$ cat config.mk
export PLATFORM = sky130hd
export DESIGN_NAME = meb_bus_pins
export DESIGN_NICKNAME = d
export VERILOG_FILES = /design/src/design/meb_bus_pins.v
export VERILOG_INCLUDE_DIRS = /design/src /design/src/inc
export SDC_FILE = /design/constraint.sdc
export NUM_CORES = 1
export LEC_CHECK = 0
export BUFFER_PORTS_ARGS = -buffer_cell sky130_fd_sc_hd__buf_2
export CORE_UTILIZATION = 45
export DETAILED_ROUTE_END_ITERATION = 10
export PLACE_DENSITY = 0.66
export SETUP_SLACK_MARGIN = 0.2
export SYNTH_ARGS = -nofsm -noshare
export SYNTH_HDL_FRONTEND = slang
export SYNTH_SLANG_ARGS = --single-unit
$ cat constraint.sdc
create_clock -name clk_in -period 2.8 [get_ports clk_in]
set_clock_uncertainty 0.15 [all_clocks]
set_input_delay 0.28 -clock clk_in [delete_from_list [all_inputs] [get_ports clk_in]]
set_output_delay 0.28 -clock clk_in [all_outputs]
set_load 0.05 [all_outputs]
$ cat src/inc/meb_defs.vh
// Purpose: constants for the multiplexed bus pin unit
// Assumes: byte-wide register port, 40 MHz clock
// Notes:   offsets are register indices within the relocatable block
`ifndef MEB_DEFS_VH
`define MEB_DEFS_VH
// ************************************************************
// register offsets
// ************************************************************
`define MEB_OFS_PORT_A      8'h00
`define MEB_OFS_PORT_B      8'h01
`define MEB_OFS_DIR_A       8'h02
`define MEB_OFS_DIR_B       8'h03
`define MEB_OFS_PORT_E      8'h08
`define MEB_OFS_DIR_E       8'h09
`define MEB_OFS_FUNC_E      8'h0a
`define MEB_OFS_MODE        8'h0b
`define MEB_OFS_PULL        8'h0c
`define MEB_OFS_DRIVE       8'h0d
`define MEB_OFS_BUS_CTL     8'h0e
`define MEB_OFS_IRQ_CTL     8'h1e
`define MEB_OFS_PORT_K      8'h32
`define MEB_OFS_DIR_K       8'h33
// ************************************************************
// field positions
// ************************************************************
`define MEB_FUNC_CLK_DIS    4
`define MEB_FUNC_STRB_EN    3
`define MEB_FUNC_RW_EN      2
`define MEB_MODE_VIS        3
`define MEB_MODE_EXPK       0
`define MEB_BUS_STRETCH     0
`define MEB_BUS_TAG_EN      1
`define MEB_BUS_XCS_EN      2
`define MEB_BUS_ECS_EN      3
`define MEB_IRQ_EDGE        7
`define MEB_IRQ_EN          6
// ************************************************************
// reset values, modes and stretch count
// ************************************************************
`define MEB_RST_ZERO        8'h00
`define MEB_RST_IRQ_CTL     8'h40
`define MEB_MD_SNGL         3'h0
`define MEB_MD_PERIPH       3'h2
`define MEB_MD_EMU_NARROW   3'h5
`define MEB_MD_EXP_WIDE     3'h7
`define MEB_STRETCH_CYC     2'h2
`endif

$ cat src/design/meb_bus_pins.v
// Purpose: port e / port k pin functions and register map of the multiplexed bus unit
// Assumes: one clock clk_in, synchronous active-low reset, pins synchronised here
// Notes:   mode pins are captured on the first clock after reset release
//          pulse-mode bus clock is a small three-state machine
`include "meb_defs.vh"
module meb_bus_pins #(
  parameter [7:0] BASE_HI = 8'h00
) (
  input  wire        clk_in,
  input  wire        nrst_in,
  input  wire [15:0] addr_in,
  input  wire [7:0]  wdata_in,
  input  wire        wr_in,
  input  wire        rd_in,
  output reg  [7:0]  rdata_out,
  input  wire [2:0]  mode_pins_in,
  input  wire        access_in,
  input  wire        access_slow_in,
  input  wire        access_byte_in,
  input  wire        access_rd_in,
  input  wire [5:0]  access_addr_hi_in,
  input  wire        access_xdata_in,
  input  wire        access_emu_in,
  input  wire [7:0]  port_e_pin_in,
  output wire [7:0]  port_e_pin_out,
  output wire [7:0]  port_e_oe_out,
  input  wire [7:0]  port_k_pin_in,
  output wire [7:0]  port_k_pin_out,
  output wire [7:0]  port_k_oe_out,
  output wire        bus_timing_clock_out,
  output reg         low_tag_seen_out,
  output wire        transfer_size_8_out,
  output wire        ext_write_out,
  output wire        maskable_request_out,
  output wire        nonmaskable_request_out
);
  // ************************************************************
  // pin synchronisers
  // ************************************************************
  reg [7:0] pe_s1_q;
  reg [7:0] pe_s2_q;
  reg [7:0] pk_s1_q;
  reg [7:0] pk_s2_q;
  reg [2:0] mp_s1_q;
  reg [2:0] mp_s2_q;
  always @(posedge clk_in) begin
    pe_s1_q <= port_e_pin_in;
    pe_s2_q <= pe_s1_q;
    pk_s1_q <= port_k_pin_in;
    pk_s2_q <= pk_s1_q;
    mp_s1_q <= mode_pins_in;
    mp_s2_q <= mp_s1_q;
  end
  // ************************************************************
  // registers
  // ************************************************************
  reg [7:0] port_a_q;
  reg [7:0] port_b_q;
  reg [7:0] dir_a_q;
  reg [7:0] dir_b_q;
  reg [7:0] port_e_q;
  reg [7:0] dir_e_q;
  reg [7:0] func_e_q;
  reg [7:0] mode_q;
  reg [7:0] pull_q;
  reg [7:0] drive_q;
  reg [7:0] bus_ctl_q;
  reg [7:0] irq_ctl_q;
  reg [7:0] port_k_q;
  reg [7:0] dir_k_q;
  reg       mode_taken_q;
  wire [2:0] op_mode = mode_q[7:5];
  wire periph   = (op_mode == `MEB_MD_PERIPH);
  wire tag_mode = (op_mode == `MEB_MD_EXP_WIDE) || (op_mode == `MEB_MD_EMU_NARROW);
  wire expanded = op_mode[0];
  wire hit = (addr_in[15:8] == BASE_HI);
  wire [7:0] ofs = addr_in[7:0];
  // ************************************************************
  // write decode
  // ************************************************************
  wire wr_hit = wr_in && hit;
  wire we_port_a  = wr_hit && (ofs == `MEB_OFS_PORT_A);
  wire we_port_b  = wr_hit && (ofs == `MEB_OFS_PORT_B);
  wire we_dir_a   = wr_hit && (ofs == `MEB_OFS_DIR_A);
  wire we_dir_b   = wr_hit && (ofs == `MEB_OFS_DIR_B);
  wire we_port_e  = wr_hit && (ofs == `MEB_OFS_PORT_E);
  wire we_dir_e   = wr_hit && (ofs == `MEB_OFS_DIR_E);
  wire we_func_e  = wr_hit && (ofs == `MEB_OFS_FUNC_E);
  wire we_mode    = wr_hit && (ofs == `MEB_OFS_MODE);
  wire we_pull    = wr_hit && (ofs == `MEB_OFS_PULL);
  wire we_drive   = wr_hit && (ofs == `MEB_OFS_DRIVE);
  wire we_bus_ctl = wr_hit && (ofs == `MEB_OFS_BUS_CTL);
  wire we_irq_ctl = wr_hit && (ofs == `MEB_OFS_IRQ_CTL);
  wire we_port_k  = wr_hit && (ofs == `MEB_OFS_PORT_K);
  wire we_dir_k   = wr_hit && (ofs == `MEB_OFS_DIR_K);
  // reserved writes dropped: no strobe decodes them
  // ************************************************************
  // mode capture
  // ************************************************************
  always @(posedge clk_in) begin
    if (!nrst_in) begin
      mode_taken_q <= 1'b0;
      mode_q       <= `MEB_RST_ZERO;
    end else begin
      // mode field taken once from the synchronised pins
      if (!mode_taken_q) begin
        mode_taken_q <= 1'b1;
        mode_q[7:5]  <= mp_s2_q;
      end
      if (we_mode) begin
        mode_q[4:0] <= wdata_in[4:0];
      end
    end
  end
  // ************************************************************
  // port a / b registers
  // ************************************************************
  always @(posedge clk_in) begin
    if (!nrst_in) begin
      port_a_q <= `MEB_RST_ZERO;
      port_b_q <= `MEB_RST_ZERO;
      dir_a_q  <= `MEB_RST_ZERO;
      dir_b_q  <= `MEB_RST_ZERO;
    end else begin
      if (we_port_a) begin
        port_a_q <= wdata_in;
      end
      if (we_port_b) begin
        port_b_q <= wdata_in;
      end
      if (we_dir_a) begin
        dir_a_q <= wdata_in;
      end
      if (we_dir_b) begin
        dir_b_q <= wdata_in;
      end
    end
  end
  // ************************************************************
  // port e / k registers
  // ************************************************************
  always @(posedge clk_in) begin
    if (!nrst_in) begin
      port_e_q <= `MEB_RST_ZERO;
      dir_e_q  <= `MEB_RST_ZERO;
      port_k_q <= `MEB_RST_ZERO;
      dir_k_q  <= `MEB_RST_ZERO;
    end else begin
      if (we_port_e) begin
        port_e_q <= wdata_in;
      end
      if (we_dir_e) begin
        dir_e_q <= {wdata_in[7:2], 2'b00};
      end
      if (we_port_k) begin
        port_k_q <= wdata_in;
      end
      if (we_dir_k) begin
        dir_k_q <= wdata_in;
      end
    end
  end
  // ************************************************************
  // control registers
  // ************************************************************
  always @(posedge clk_in) begin
    if (!nrst_in) begin
      func_e_q  <= `MEB_RST_ZERO;
      pull_q    <= `MEB_RST_ZERO;
      drive_q   <= `MEB_RST_ZERO;
      bus_ctl_q <= `MEB_RST_ZERO;
      irq_ctl_q <= `MEB_RST_IRQ_CTL;
    end else begin
      if (we_func_e) begin
        func_e_q <= wdata_in;
      end
      if (we_pull) begin
        pull_q <= wdata_in;
      end
      if (we_drive) begin
        drive_q <= wdata_in;
      end
      if (we_bus_ctl) begin
        bus_ctl_q <= {4'h0, wdata_in[3:0]};
      end
      if (we_irq_ctl) begin
        irq_ctl_q <= {wdata_in[7:6], 6'h00};
      end
    end
  end
  // ************************************************************
  // bus timing clock
  // ************************************************************
  localparam [1:0] CK_IDLE = 2'h0;
  localparam [1:0] CK_LOW  = 2'h1;
  localparam [1:0] CK_HIGH = 2'h2;
  reg       bus_timing_clock_q;
  reg [1:0] str_q;
  reg [1:0] ck_state_q;
  wire clk_pin_en = expanded && !func_e_q[`MEB_FUNC_CLK_DIS];
  wire free_run   = !mode_q[`MEB_MODE_VIS] && !bus_ctl_q[`MEB_BUS_STRETCH];
  always @(posedge clk_in) begin
    if (!nrst_in) begin
      bus_timing_clock_q     <= 1'b0;
      str_q      <= 2'h0;
      ck_state_q <= CK_IDLE;
    end else if (free_run) begin
      bus_timing_clock_q     <= ~bus_timing_clock_q;
      ck_state_q <= CK_IDLE;
    end else begin
      case (ck_state_q)
        CK_IDLE: begin
          bus_timing_clock_q <= 1'b0;
          if (access_in) begin
            ck_state_q <= CK_LOW;
            str_q      <= access_slow_in ? `MEB_STRETCH_CYC : 2'h0;
          end
        end
        CK_LOW: begin
          bus_timing_clock_q     <= 1'b1;
          ck_state_q <= CK_HIGH;
        end
        CK_HIGH: begin
          if (str_q != 2'h0) begin
            str_q <= str_q - 2'h1;
          end else begin
            bus_timing_clock_q     <= 1'b0;
            ck_state_q <= CK_IDLE;
          end
        end
        default: begin
          bus_timing_clock_q     <= 1'b0;
          ck_state_q <= CK_IDLE;
        end
      endcase
    end
  end
  assign bus_timing_clock_out = bus_timing_clock_q;
  // ************************************************************
  // tag sample, interrupts
  // ************************************************************
  reg bus_timing_clock_d1_q;
  reg irq_d1_q;
  reg irq_edge_q;
  wire strb_en = func_e_q[`MEB_FUNC_STRB_EN];
  always @(posedge clk_in) begin
    if (!nrst_in) begin
      bus_timing_clock_d1_q        <= 1'b0;
      low_tag_seen_out <= 1'b0;
    end else begin
      bus_timing_clock_d1_q <= bus_timing_clock_q;
      if (bus_timing_clock_d1_q && !bus_timing_clock_q && tag_mode && strb_en && bus_ctl_q[`MEB_BUS_TAG_EN]) begin
        low_tag_seen_out <= !pe_s2_q[3];
      end
    end
  end
  // edge latch on the synchronised request pin
  always @(posedge clk_in) begin
    if (!nrst_in) begin
      irq_d1_q   <= 1'b1;
      irq_edge_q <= 1'b0;
    end else begin
      irq_d1_q <= pe_s2_q[1];
      if (irq_d1_q && !pe_s2_q[1]) begin
        irq_edge_q <= 1'b1;
      end else if (!irq_ctl_q[`MEB_IRQ_EDGE] || maskable_request_out) begin
        irq_edge_q <= 1'b0;
      end
    end
  end
  assign maskable_request_out = irq_ctl_q[`MEB_IRQ_EN] &&
    (irq_ctl_q[`MEB_IRQ_EDGE] ? irq_edge_q : !pe_s2_q[1]);
  assign nonmaskable_request_out = !pe_s2_q[0];
  assign transfer_size_8_out = periph && pe_s2_q[3];
  assign ext_write_out = periph && !pe_s2_q[2];
  // ************************************************************
  // port e / port k pins
  // ************************************************************
  reg [7:0] pe_fn_en;
  reg [7:0] pe_fn_val;
  always @* begin
    pe_fn_en  = 8'h00;
    pe_fn_val = 8'h00;
    pe_fn_en[4]  = clk_pin_en;
    pe_fn_val[4] = bus_timing_clock_q;
    pe_fn_en[3]  = expanded && strb_en && !periph;
    pe_fn_val[3] = !access_byte_in;
    pe_fn_en[2]  = expanded && func_e_q[`MEB_FUNC_RW_EN] && !periph;
    pe_fn_val[2] = access_rd_in;
  end
  wire [7:0] pe_gp_mask = ~pe_fn_en & 8'hfc;
  wire [7:0] pe_used = pe_fn_en | (periph ? 8'h0c : 8'h00);
  wire k_addr = expanded && mode_q[`MEB_MODE_EXPK];
  wire k_xcs  = expanded && bus_ctl_q[`MEB_BUS_XCS_EN];
  wire k_ecs  = expanded && bus_ctl_q[`MEB_BUS_ECS_EN];
  wire [7:0] pk_fn_en = {k_ecs, k_xcs, {6{k_addr}}};
  wire [7:0] pk_fn_val = {!(access_in && access_emu_in), !(access_in && access_xdata_in),
                          access_addr_hi_in};
  // ************************************************************
  // per-bit pin drivers
  // ************************************************************
  wire [7:0] pe_rd;
  wire [7:0] pk_rd;
  genvar b;
  generate
    for (b = 0; b < 8; b = b + 1) begin : g_pin
      assign port_e_oe_out[b]  = pe_fn_en[b] | (dir_e_q[b] & pe_gp_mask[b] & ~pe_used[b]);
      assign port_e_pin_out[b] = pe_fn_en[b] ? pe_fn_val[b] : port_e_q[b];
      assign port_k_oe_out[b]  = pk_fn_en[b] | dir_k_q[b];
      assign port_k_pin_out[b] = pk_fn_en[b] ? pk_fn_val[b] : port_k_q[b];
      assign pe_rd[b] = dir_e_q[b] ? port_e_q[b] : pe_s2_q[b];
      assign pk_rd[b] = dir_k_q[b] ? port_k_q[b] : pk_s2_q[b];
    end
  endgenerate
  // ************************************************************
  // read path
  // ************************************************************
  reg [7:0] rdata_d;
  always @* begin
    rdata_d = 8'h00;
    if (rd_in && hit) begin
      case (ofs)
        `MEB_OFS_PORT_A:  rdata_d = port_a_q;
        `MEB_OFS_PORT_B:  rdata_d = port_b_q;
        `MEB_OFS_DIR_A:   rdata_d = dir_a_q;
        `MEB_OFS_DIR_B:   rdata_d = dir_b_q;
        `MEB_OFS_PORT_E:  rdata_d = pe_rd;
        `MEB_OFS_DIR_E:   rdata_d = dir_e_q;
        `MEB_OFS_FUNC_E:  rdata_d = func_e_q;
        `MEB_OFS_MODE:    rdata_d = mode_q;
        `MEB_OFS_PULL:    rdata_d = pull_q;
        `MEB_OFS_DRIVE:   rdata_d = drive_q;
        `MEB_OFS_BUS_CTL: rdata_d = bus_ctl_q;
        `MEB_OFS_IRQ_CTL: rdata_d = irq_ctl_q;
        `MEB_OFS_PORT_K:  rdata_d = pk_rd;
        `MEB_OFS_DIR_K:   rdata_d = dir_k_q;
        default:          rdata_d = 8'h00;
      endcase
    end
  end
  // read data stands one cycle per read cycle, zero otherwise
  always @(posedge clk_in) begin
    if (!nrst_in) begin
      rdata_out <= 8'h00;
    end else begin
      rdata_out <= rdata_d;
    end
  end
endmodule // meb_bus_pins

After elaboration in Yosys (flattened, before gate mapping)
Cells that the tools add are included.
{"block": "word_totals", "register_bits": 156, "latchBits": 0, "ramBits": 0, "rom_bits": 0, "mem_count": 0}
{"block": "op_classes", "n_addsub": 1, "multipliers": 0, "div": 0, "magnitude_cmp": 0, "n_eq_ne": 22, "shifts": 0, "n_mux": 41, "n_bitwise": 34, "n_reduce_logical": 60}
{"operator": "$pmux 8 s14", "n": 1}
{"operator": "$eq 8x4->1 const B", "n": 7}
{"operator": "$logic_and 1x1->1", "n": 35}
{"operator": "$mux 1", "n": 31}
{"operator": "$eq 8x2->1 const B", "n": 2}
{"operator": "$eq 8x6->1 const B", "n": 2}
{"operator": "$logic_not 8->1", "n": 2}
{"operator": "$logic_not 1->1", "n": 13}
{"operator": "$and 1x1->1", "n": 12}
{"operator": "$or 1x1->1", "n": 11}
{"operator": "$mux 2", "n": 5}
{"operator": "$eq 8x1->1 const B", "n": 1}
{"operator": "$eq 8x5->1 const B", "n": 1}
{"operator": "$not 5->8", "n": 1}
{"operator": "$eq 3x3->1 const B", "n": 2}
{"operator": "$ne 2x2->1 const B", "n": 3}
{"operator": "$not 1->1", "n": 6}
{"operator": "$pmux 2 s3", "n": 1}
{"operator": "$reduce_bool 2->1", "n": 3}
{"operator": "$or 5x4->5", "n": 1}
{"operator": "$mux 4", "n": 1}
{"operator": "$pmux 2 s2", "n": 1}
{"operator": "$reduce_and 2->1", "n": 2}
{"operator": "$reduce_and 4->1", "n": 1}
{"operator": "other kinds (10)", "n": 13}

Longest topological paths before layout
Gate-level depths: netlist of the first run.
{"block": "depth", "depth_word": 7, "mapped_depth": 8, "depth_no_buf": 7}

Least setup slack after synthesis of the first run
No wires, ideal clock.
{"block": "synth_path", "path_type": "flip-flop to output port", "from": "reg mode_q[5]", "to": "out port_e_pin_out[3]", "arrival_time_ns": 1.877, "setup_slack_ns": 0.493, "path_stages_with_launch": 4, "path_buffers": 1, "cell_sequence": "dfxtp_1 clkbuf_1 nand2_1 o21ai_0"}
{"block": "synth_via", "elab_chain_cells": 4, "word_cells_on_any_way": 5, "classes_between": "eq/ne: 1; mux: 1; reduce/logical: 3"}
{"item": "start: declaration", "line": "meb_bus_pins.v:64", "rtl": "reg [7:0] mode_q;"}
{"item": "start signal: assignment", "line": "meb_bus_pins.v:103", "rtl": "mode_q <= `MEB_RST_ZERO;"}
{"item": "start signal: assignment", "line": "meb_bus_pins.v:108", "rtl": "mode_q[7:5] <= mp_s2_q;"}
{"item": "$eq 3x2->1 (no source line)"}
{"item": "$logic_not 1->1", "line": "meb_bus_pins.v:286", "rtl": "pe_fn_en[3] = expanded && strb_en && !periph;"}
{"item": "$logic_and 1x1->1 *", "line": "meb_bus_pins.v:286"}
{"item": "$mux 1 *", "line": "meb_bus_pins.v:308", "rtl": "assign port_e_pin_out[b] = pe_fn_en[b] ? pe_fn_val[b] : port_e_q[b];"}
{"item": "end: declaration", "line": "meb_bus_pins.v:25", "rtl": "output wire [7:0] port_e_pin_out,"}
Every way passes the cells marked *; elsewhere a longest branch is shown, timed or not.

Worst setup path in the final report of the first run
{"block": "layout_path", "from": "reg mode_q[0]", "to": "out port_k_pin_out[5]"}
{"block": "layout_via", "elab_chain_cells": 2}
{"item": "start signal: assignment", "line": "meb_bus_pins.v:103"}
{"item": "start signal: assignment", "line": "meb_bus_pins.v:111", "rtl": "mode_q[4:0] <= wdata_in[4:0];"}
{"item": "$logic_and 1x1->1", "line": "meb_bus_pins.v:293", "rtl": "wire k_addr = expanded && mode_q[`MEB_MODE_EXPK];"}
{"item": "$mux 1", "line": "meb_bus_pins.v:310", "rtl": "assign port_k_pin_out[b] = pk_fn_en[b] ? pk_fn_val[b] : port_k_q[b];"}
{"item": "end: declaration", "line": "meb_bus_pins.v:28", "rtl": "output wire [7:0] port_k_pin_out,"}
No other way between the ends.

==> results of run 1 <==
==> critical path: cells and delay by family, from the launching register on <==
kind	cells	cell delay, ps
AND/OR/NAND/NOR	1	370
multiplexers	1	390
buffers and inverters	1	210
flip-flops	1	350
==> layout make-up <==
type	instances	area (um2)	share of cell area [%]
Sequential cell	156	3120	37.7
Clock inverter	15	176	2.13
Clock buffer	17	425	5.13
Multi-Input combinational cell	478	3410	41.1
Timing Repair Buffer	145	893	10.8
Tap cell	184	230	2.78
Inverter	8	30.0	0.362
==> routing by layer <==
metal,vias up,share of wire [%]
li1,2624,-
met1,2591,45
met2,208,45
met3,42,6.2
met4,0,3.0
met5,-,0
==> Yosys cell counts (3+ instances only) <==
cell / number / area, um2
dfxtp_1: 156 / 3120
mux2i_1: 89 / 891
nand2_1: 88 / 330
nor2b_1: 83 / 519
clkbuf_1: 37 / 139
a21boi_0: 24 / 180
o21ai_0: 24 / 120
nand2b_1: 18 / 113
nor2_1: 14 / 52.6
a21oi_1: 13 / 65.1
mux2_2: 11 / 124
buf_4: 10 / 75.1
a31oi_1: 9 / 56.3
inv_1: 8 / 30.0
nor3_4: 8 / 130
a22oi_1: 6 / 45.0
nand3_1: 6 / 30.0
a21o_1: 5 / 37.5
a221oi_1: 5 / 43.8
and2_1: 5 / 31.3
nor3_2: 5 / 50.1
a22o_1: 4 / 35.0
nand3b_1: 4 / 30.0
nor3_1: 4 / 20.0
or3b_2: 4 / 35.0
buf_2: 3 / 15.0
mux4_2: 3 / 67.6
nor4_1: 3 / 18.8
nor4b_1: 3 / 26.3
or3_1: 3 / 18.8
==> registers in the layout, indices dropped and copies added, names as in the netlist, 6 cells and up <==
signal / count
func_e_q: 8
dir_k_q: 8
mode_q: 8
pk_s1_q: 8
port_b_q: 8
pe_s1_q: 8
pe_s2_q: 8
dir_b_q: 8
pk_s2_q: 8
dir_a_q: 8
drive_q: 8
dir_e_q: 6
port_k_q: 8
pull_q: 8
port_a_q: 8
rdata_out: 8
port_e_q: 8
==> metrics by stage <==
step	area [um2]	hold WS, ps
detailed placement	7490	165
CTS	8290	5.45
finish	8290	13.6
floorplan	6810	158
global route	8290	22.8
global placement	7490	163
==> path summary, 6_finish.rpt <==
path / cells after the start / to / slack [ps]
hold reg to reg: 0 / pk_s2_q[3] / 180
setup reg to reg: 6 / str_q[1] / 1030
hold / removal: 3 / ck_state_q[0] / 10
setup / recovery: 3 / port_k_pin_out[5] / 620
==> logic make-up (layout without fill, tap and decap cells) <==
| group | Yosys count | in the layout | share of synthesized area [%] |
|---|---|---|---|
| other cells | 1 | 2 | 0.0551 |
| mux | 103 | 103 | 15.9 |
| buf+inv | 60 | 185 | 4.03 |
| flops | 156 | 156 | 45.9 |
| simple gates | 261 | 261 | 22.6 |
| fa+ha+maj | 1 | 1 | 0.184 |
| compound gates | 111 | 111 | 11.3 |
==> power groups by stage <==
stage | registers [uW] | clock network, uW | logic (uW)
final | 2270 | 2340 | 296
after global routing | 2270 | 2470 | 315
after CTS | 2270 | 2370 | 293
after global placement | 2320 | 0 | 269
after detailed placement | 2320 | 0 | 273
after floorplan | 2320 | 0 | 161
==> what timing repair did <==
action	in CTS	in global routing
endpoints found under the hold margin	19	0
gates resized for setup	0	0
hold buffers	19	0
==> flow_metrics.env, run 1 <==
export IMPL_status="finished with violations"
export IMPL_violations="design-rule violations"
export IMPL_cp_startpoint="mode_q[0]"
export IMPL_final_cell_mix="156 x dfxtp_1, 102 x buf_2, 89 x mux2i_1"
export IMPL_busiest_layer="met2"
export IMPL_ir_worst_vdd_mv=0.340
export IMPL_timing_rr_start="str_q[0]"
export IMPL_ant_nets=0
export IMPL_met2_usage_pct=39.0
export IMPL_cp_arrival_ps=1750
export IMPL_grt_pass1_vias=5323
export IMPL_power_density_nw_per_um2=592
export IMPL_grt_pass1_wl_um=29200
export IMPL_p_leak_uw=0.00313
export IMPL_post_place_ws_ps=413
export IMPL_p_clk_share_pct=47.7
export IMPL_core_area_um2=14600
export IMPL_max_freq_mhz=459
export IMPL_pwr_share_seq_pct=46.3
export IMPL_synth_warning_count=0
export IMPL_start_util_pct=46.4
export IMPL_grt_overflow_total=0
export IMPL_finalCritPeriodShare_pct=77.9
export IMPL_layout_cells_non_filler=1003
export IMPL_layout_commonest_cell="dfxtp_1"
export IMPL_synth_main_ff_cell="dfxtp_1"
export IMPL_synth_cell_types=59
export IMPL_antenna_found_initial=1
export IMPL_layout_drive_gt1_share_pct=24.1
export IMPL_first_iter_violations=422
export IMPL_final_util_pct=56.6
export IMPL_synth_edf_count=0
export IMPL_cts_made_buffers=17
export IMPL_die_h_um=125
export IMPL_p_sw_share_pct=24.2
export IMPL_slowest_delay_ps=390
export IMPL_ys_seq_area_share_pct=45.9
export IMPL_power_uw=4900
export IMPL_io_pin_count=105
export IMPL_row_count=44
export IMPL_p_sw_uw=1190
export IMPL_h_tree_depth=4
export IMPL_setup_slack_ps=620
export IMPL_async_reset_ff_share_pct=0
export IMPL_start_kind="flop"
export IMPL_syn_area_per_cell_um2=9.81
export IMPL_p_int_uw=3720
export IMPL_cts_root_buf="clkbuf_16"
export IMPL_dr_pass1_iters=8
export IMPL_post_cts_setup_buffer_count=0
export IMPL_syn_inst=693
export IMPL_crit_chain="nand2_1 -> mux2_2 -> buf_2"
export IMPL_ys_ff_latch=156
export IMPL_rsz0062_at_grt="no"
export IMPL_die_x_um=125
export IMPL_finalSetupTns_ps=0
export IMPL_grt_max_degree=111
export IMPL_clk_latency_ps=430
export IMPL_place_port_buffers=102
export IMPL_hpwl_um=13300
export IMPL_placed_cells=952
export IMPL_grt_use_met1_pct=32.7
export IMPL_antenna_cells=0
export IMPL_post_drt_wl_per_cell_um=18.6
export IMPL_fillCellCount=1326
export IMPL_worst_slew_margin_rel_pct=57.2
export IMPL_viasPerCell=5.45
export IMPL_crit_path_top_delay_cell="mux2_2"
export IMPL_fin_crit_ps=2180
export IMPL_min_from="access_in"
export IMPL_p_comb_share_pct=6.0
export IMPL_area_growth_syn_to_layout_pct=21.8
export IMPL_use_met3_pct=4.71
export IMPL_place_congestion=0.939
export IMPL_finalWirelength_um=18600
export IMPL_cts_sinks=156
export IMPL_setup_viol=0
export IMPL_fp_dieArea_um2=15600
export IMPL_cp_required_ps=2370
export IMPL_drv_slew=0
export IMPL_hold_viol=0
export IMPL_crit_type="reg -> out"
export IMPL_clk_pin_slew_ps=70
export IMPL_cts_tree="yes"
export IMPL_grt_usage_pct=24.7
export IMPL_finish_net_count=866
export IMPL_drv_cap=0
export IMPL_crit_path_end_kind="output port"
export IMPL_cts_buffer_depth=2
export IMPL_worst_slew_pin_slew_ps=640
export IMPL_vias=5465
export IMPL_hold_path_class="in -> reg"
export IMPL_cp_max_fo=12
export IMPL_synth_area_um2=6800
export IMPL_drc=10
Note: power is estimated with default switching activity, not from simulation.
==> run 2: changes to the inputs <==
- clock period: 2.8 -> 2.2 ns (I/O delays scaled with it)
==> flow_metrics.env, run 2 (synthesized netlist as in run 1, its figures left out) <==
export IMPL_antenna_cells=0
export IMPL_finalSetupTns_ps=0
export IMPL_layout_commonest_cell="dfxtp_1"
export IMPL_p_clk_share_pct=47.1
export IMPL_timing_rr_start="str_q[0]"
export IMPL_cp_arrival_ps=1570
export IMPL_drc=8
export IMPL_rsz0062_at_grt="yes"
export IMPL_p_sw_share_pct=22.4
export IMPL_h_tree_depth=4
export IMPL_cp_startpoint="mode_q[0]"
export IMPL_cts_made_buffers=17
export IMPL_final_cell_mix="156 x dfxtp_1, 99 x buf_2, 89 x mux2i_1"
export IMPL_grt_overflow_total=0
export IMPL_clk_latency_ps=420
export IMPL_ant_nets=0
export IMPL_placed_cell_area_um2=7770
export IMPL_status="finished with violations"
export IMPL_max_freq_mhz=515
export IMPL_hold_path_class="in -> reg"
export IMPL_p_comb_share_pct=6.5
export IMPL_post_drt_wl_per_cell_um=18.7
export IMPL_core_area_um2=14600
export IMPL_p_leak_uw=0.00331
export IMPL_p_sw_uw=1390
export IMPL_vias=5604
export IMPL_clk_pin_slew_ps=60
export IMPL_grt_pass1_vias=5475
export IMPL_layout_cells_non_filler=1032
export IMPL_power_density_nw_per_um2=724
export IMPL_row_count=44
export IMPL_start_util_pct=46.4
export IMPL_violations="design-rule violations"
export IMPL_io_pin_count=105
export IMPL_crit_type="reg -> out"
export IMPL_drv_slew=0
export IMPL_finalWirelength_um=19300
export IMPL_grt_max_degree=111
export IMPL_place_port_buffers=102
export IMPL_ir_worst_vdd_mv=0.546
export IMPL_finalCritPeriodShare_pct=88.3
export IMPL_worst_slew_margin_rel_pct=62.4
export IMPL_fillCellCount=1268
export IMPL_grt_usage_pct=25.3
export IMPL_stdcell_area_um2=8610
export IMPL_antenna_found_initial=1
export IMPL_cts_root_buf="clkbuf_16"
export IMPL_start_kind="flop"
export IMPL_first_iter_violations=401
export IMPL_die_x_um=125
export IMPL_pwr_share_seq_pct=46.4
export IMPL_cp_required_ps=1830
export IMPL_dr_pass1_iters=8
export IMPL_crit_path_end_kind="output port"
export IMPL_place_congestion=0.868
export IMPL_area_growth_syn_to_layout_pct=26.5
export IMPL_cp_max_fo=12
export IMPL_finish_net_count=895
export IMPL_cts_sinks=156
export IMPL_fin_crit_ps=1940
export IMPL_drv_cap=0
export IMPL_worst_slew_pin_slew_ps=564
export IMPL_viasPerCell=5.43
export IMPL_min_from="access_slow_in"
export IMPL_placed_cells=978
export IMPL_cts_tree="yes"
export IMPL_layout_drive_gt1_share_pct=26.8
export IMPL_hpwl_um=13700
export IMPL_hold_viol=0
export IMPL_grt_pass1_wl_um=29900
export IMPL_setup_viol=0
export IMPL_fp_dieArea_um2=15600
export IMPL_die_h_um=125
export IMPL_p_int_uw=4840
export IMPL_cts_buffer_depth=2
==> run 2: cell types whose count changed in the layout (fill, tap and decap cells not counted), sizes merged <==
cell,before,now
buf,126,151
clkbuf,17,27
inv,17,9
clkinv,2,4
clkinvlp,2,1
dlygate4sd3,19,20
==> run 2: repair_timing <==
| action | in CTS | in global routing |
|---|---|---|
| endpoints found under the setup margin | 7 | 11 |
| hold buffers | 20 | 0 |
| pin swaps | 0 | 0 |
| endpoints found under the hold margin | 20 | 0 |
| resized for setup | 1 | 5 |
| buffers inserted | 0 | 2 |
| gates cloned | 0 | 0 |
==> run 2: through the flow <==
step	hold slack [ps]	utilization (%)	worst slack, ps	power [uW]
after floorplan	97.7	-	188	3160
after global placement	160	53.1	101	3320
after detailed placement	162	53.1	0.0779	3320
after CTS	36.3	58.6	197	6260
after global routing	67.9	58.8	176	6430
final	51.0	58.8	257	6230
==> run 2: metal layers <==
layer | vias to the layer above | track usage (%) | share of wire (%)
met5 | - | 0 | 0
met4 | 0 | 9.76 | 2.3
met3 | 33 | 5.56 | 7.5
met2 | 222 | 41.0 | 47
met1 | 2664 | 33.0 | 43
li1 | 2685 | - | -
==> run 2: worst paths after layout <==
path	end	slack, ps	cells after the start
max	port_k_pin_out[4]	260	3
min	str_q[1]	50	4
max reg2reg	str_q[1]	390	6
min reg2reg	mp_s2_q[2]	180	0
==> run 2: layout make-up <==
type / instances / area (um2) / area share, %
clock inverters: 8 / 108 / 1.25
multi-input cells: 478 / 3450 / 40.1
flip-flops and latches: 156 / 3120 / 36.3
repair buffers: 174 / 1170 / 13.7
clock buffers: 24 / 492 / 5.71
well taps: 184 / 230 / 2.67
inverters: 8 / 30.0 / 0.349
==> run 2: power by group through the flow <==
stage	Sequential (uW)	Clock, uW	Combinational, uW
2_1_floorplan	2950	0	210
3_3_place_gp	2950	0	367
3_5_place_dp	2950	0	371
4_1_cts	2890	2970	399
5_1_grt	2890	3110	430
6_report	2890	2940	405
==> run 2: critical path, stage by stage (launching register included) <==
cell and delay [ps]:
dfxtp_1 480, nand2_4 160, mux2_2 300, buf_2 210
==> run 3: changes to the inputs <==
- PLACE_DENSITY: 0.66 -> 0.68
- clock period: 2.2 -> 1.57 ns (I/O delays scaled with it)
==> flow_metrics.env, run 3 (synthesized netlist as in run 1, its figures left out) <==
export IMPL_status="finished with violations"
export IMPL_violations="design-rule violations, negative setup slack"
export IMPL_cts_tree="yes"
export IMPL_io_pin_count=105
export IMPL_cts_buffer_depth=2
export IMPL_hold_viol=0
export IMPL_p_sw_uw=2340
export IMPL_row_count=44
export IMPL_setup_slack_ps=-243
export IMPL_die_x_um=125
export IMPL_ir_worst_vdd_mv=0.888
export IMPL_hold_path_class="in -> reg"
export IMPL_area_growth_syn_to_layout_pct=54.9
export IMPL_pwr_share_seq_pct=45.8
export IMPL_drv_cap=0
export IMPL_place_congestion=0.902
export IMPL_cts_root_buf="clkbuf_16"
export IMPL_power_density_nw_per_um2=839
export IMPL_grt_max_degree=111
export IMPL_hpwl_um=14100
export IMPL_finalWirelength_um=22100
export IMPL_post_drt_wl_per_cell_um=19.9
export IMPL_layout_commonest_cell="dfxtp_1"
export IMPL_cp_arrival_ps=1510
export IMPL_setup_viol=29
export IMPL_stdcell_area_um2=10500
export IMPL_cts_made_buffers=17
export IMPL_fin_crit_ps=1810
export IMPL_h_tree_depth=4
export IMPL_max_freq_mhz=551
export IMPL_post_place_ws_ps=-451
export IMPL_final_cell_mix="138 x dfxtp_1, 83 x mux2i_1, 83 x nor2b_1"
export IMPL_grt_pass1_wl_um=32700
export IMPL_drv_slew=0
export IMPL_crit_type="reg -> out"
export IMPL_worst_path_buf_inv=2
export IMPL_cts_sinks=156
export IMPL_place_port_buffers=102
export IMPL_crit_top_cell="buf_8"
export IMPL_finish_net_count=975
export IMPL_crit_path_end_kind="output port"
export IMPL_dr_pass1_iters=8
export IMPL_clk_latency_ps=440
export IMPL_antenna_cells=0
export IMPL_p_int_uw=6500
export IMPL_p_clk_share_pct=45.1
export IMPL_vias=6141
export IMPL_crit_path_top_delay_cell="dfxtp_2"
export IMPL_p_sw_share_pct=26.5
export IMPL_cp_required_ps=1260
export IMPL_layout_drive_gt1_share_pct=47.4
export IMPL_p_comb_share_pct=9.0
export IMPL_slowest_delay_ps=370
export IMPL_die_h_um=125
export IMPL_worst_slew_margin_rel_pct=62.7
export IMPL_core_area_um2=14600
export IMPL_clk_pin_slew_ps=70
export IMPL_ant_nets=0
export IMPL_grt_overflow_total=0
export IMPL_drc=13
export IMPL_path_delay_family="flip-flops"
export IMPL_grt_usage_pct=27.5
export IMPL_cp_max_fo=6
export IMPL_rsz0062_at_grt="yes"
export IMPL_fp_dieArea_um2=15600
export IMPL_antenna_found_initial=1
export IMPL_first_iter_violations=541
export IMPL_final_util_pct=71.9
export IMPL_worst_slew_pin_slew_ps=558
export IMPL_start_util_pct=46.4
export IMPL_finalCritPeriodShare_pct=116
export IMPL_placed_cell_area_um2=8370
export IMPL_crit_chain="buf_8 -> nand2_4 -> mux2_4 -> buf_8"
export IMPL_viasPerCell=5.52
export IMPL_grt_pass1_vias=6176
export IMPL_p_leak_uw=0.00407
export IMPL_start_kind="flop"
-- run 3: cell types whose count changed in the layout (fill, tap and decap cells not counted), sizes merged --
cell / change
buf: +74
bufinv: -2
clkbuf: -8
clkinv: -2
clkinvlp: +1
dlygate4sd3: +7
inv: +10
-- run 3: timing repair --
| item | 4_1_cts | 5_1_grt |
|---|---|---|
| pin swaps | 51 | 54 |
| resized for setup | 176 | 121 |
| hold endpoints to repair | 40 | 0 |
| setup buffers | 18 | 12 |
| hold buffers | 27 | 0 |
| endpoints found under the setup margin | 140 | 136 |
-- run 3: final timing paths --
check / start / end / slack, ps / cells after the start
max: mode_q[5] / port_e_pin_out[2] / -240 / 4
min: access_in / ck_state_q[0] / 10 / 3
max reg2reg: pe_s2_q[0] / rdata_out[0] / 10 / 6
min reg2reg: pk_s1_q[6] / pk_s2_q[6] / 170 / 0
-- run 3: stage by stage --
step	hold WS (ps)	instances	setup TNS (ps)	total power, uW
6_report	14.0	1112	-3960	8840
3_3_place_gp	109	1023	-35180	4720
3_5_place_dp	111	1023	-38990	4740
4_1_cts	-3.60	1100	-4080	8810
5_1_grt	33.3	1112	-5180	9090
2_1_floorplan	34.7	694	-21260	4460
-- run 3: worst reg2reg max path: stages, from the launching register on --
cell	delay, ps
dfxtp_2	330
mux2i_2	180
a2bb2oi_2	210
nor2_2	70
a311oi_2	280
buf_4	150
a31oi_1	70
-- run 3: power by group through the flow --
stage                     sequential (uW)  clock, uW  combinational, uW
after floorplan                      4130          0                323
after global placement               4140          0                587
after detailed placement             4140          0                597
after CTS                            4050       4050                708
after global routing                 4050       4210                832
final                                4050       3990                800
-- run 3: final cells by class --
class	count	area, um2
timing repair buffer	254	2300
sequential	156	3150
inverter	8	30.0
tap	184	230
clock inverter	15	145
multi-input combinational	478	4250
fill	998	4110
clock buffer	17	425
-- run 3: per-layer routing --
metal	global-route usage (%)	vias to the layer above	wire length, um
li1	-	2839	-
met1	34.0	2991	9240
met2	45.7	267	10800
met3	5.95	44	1430
met4	13.3	0	630
met5	0	-	0
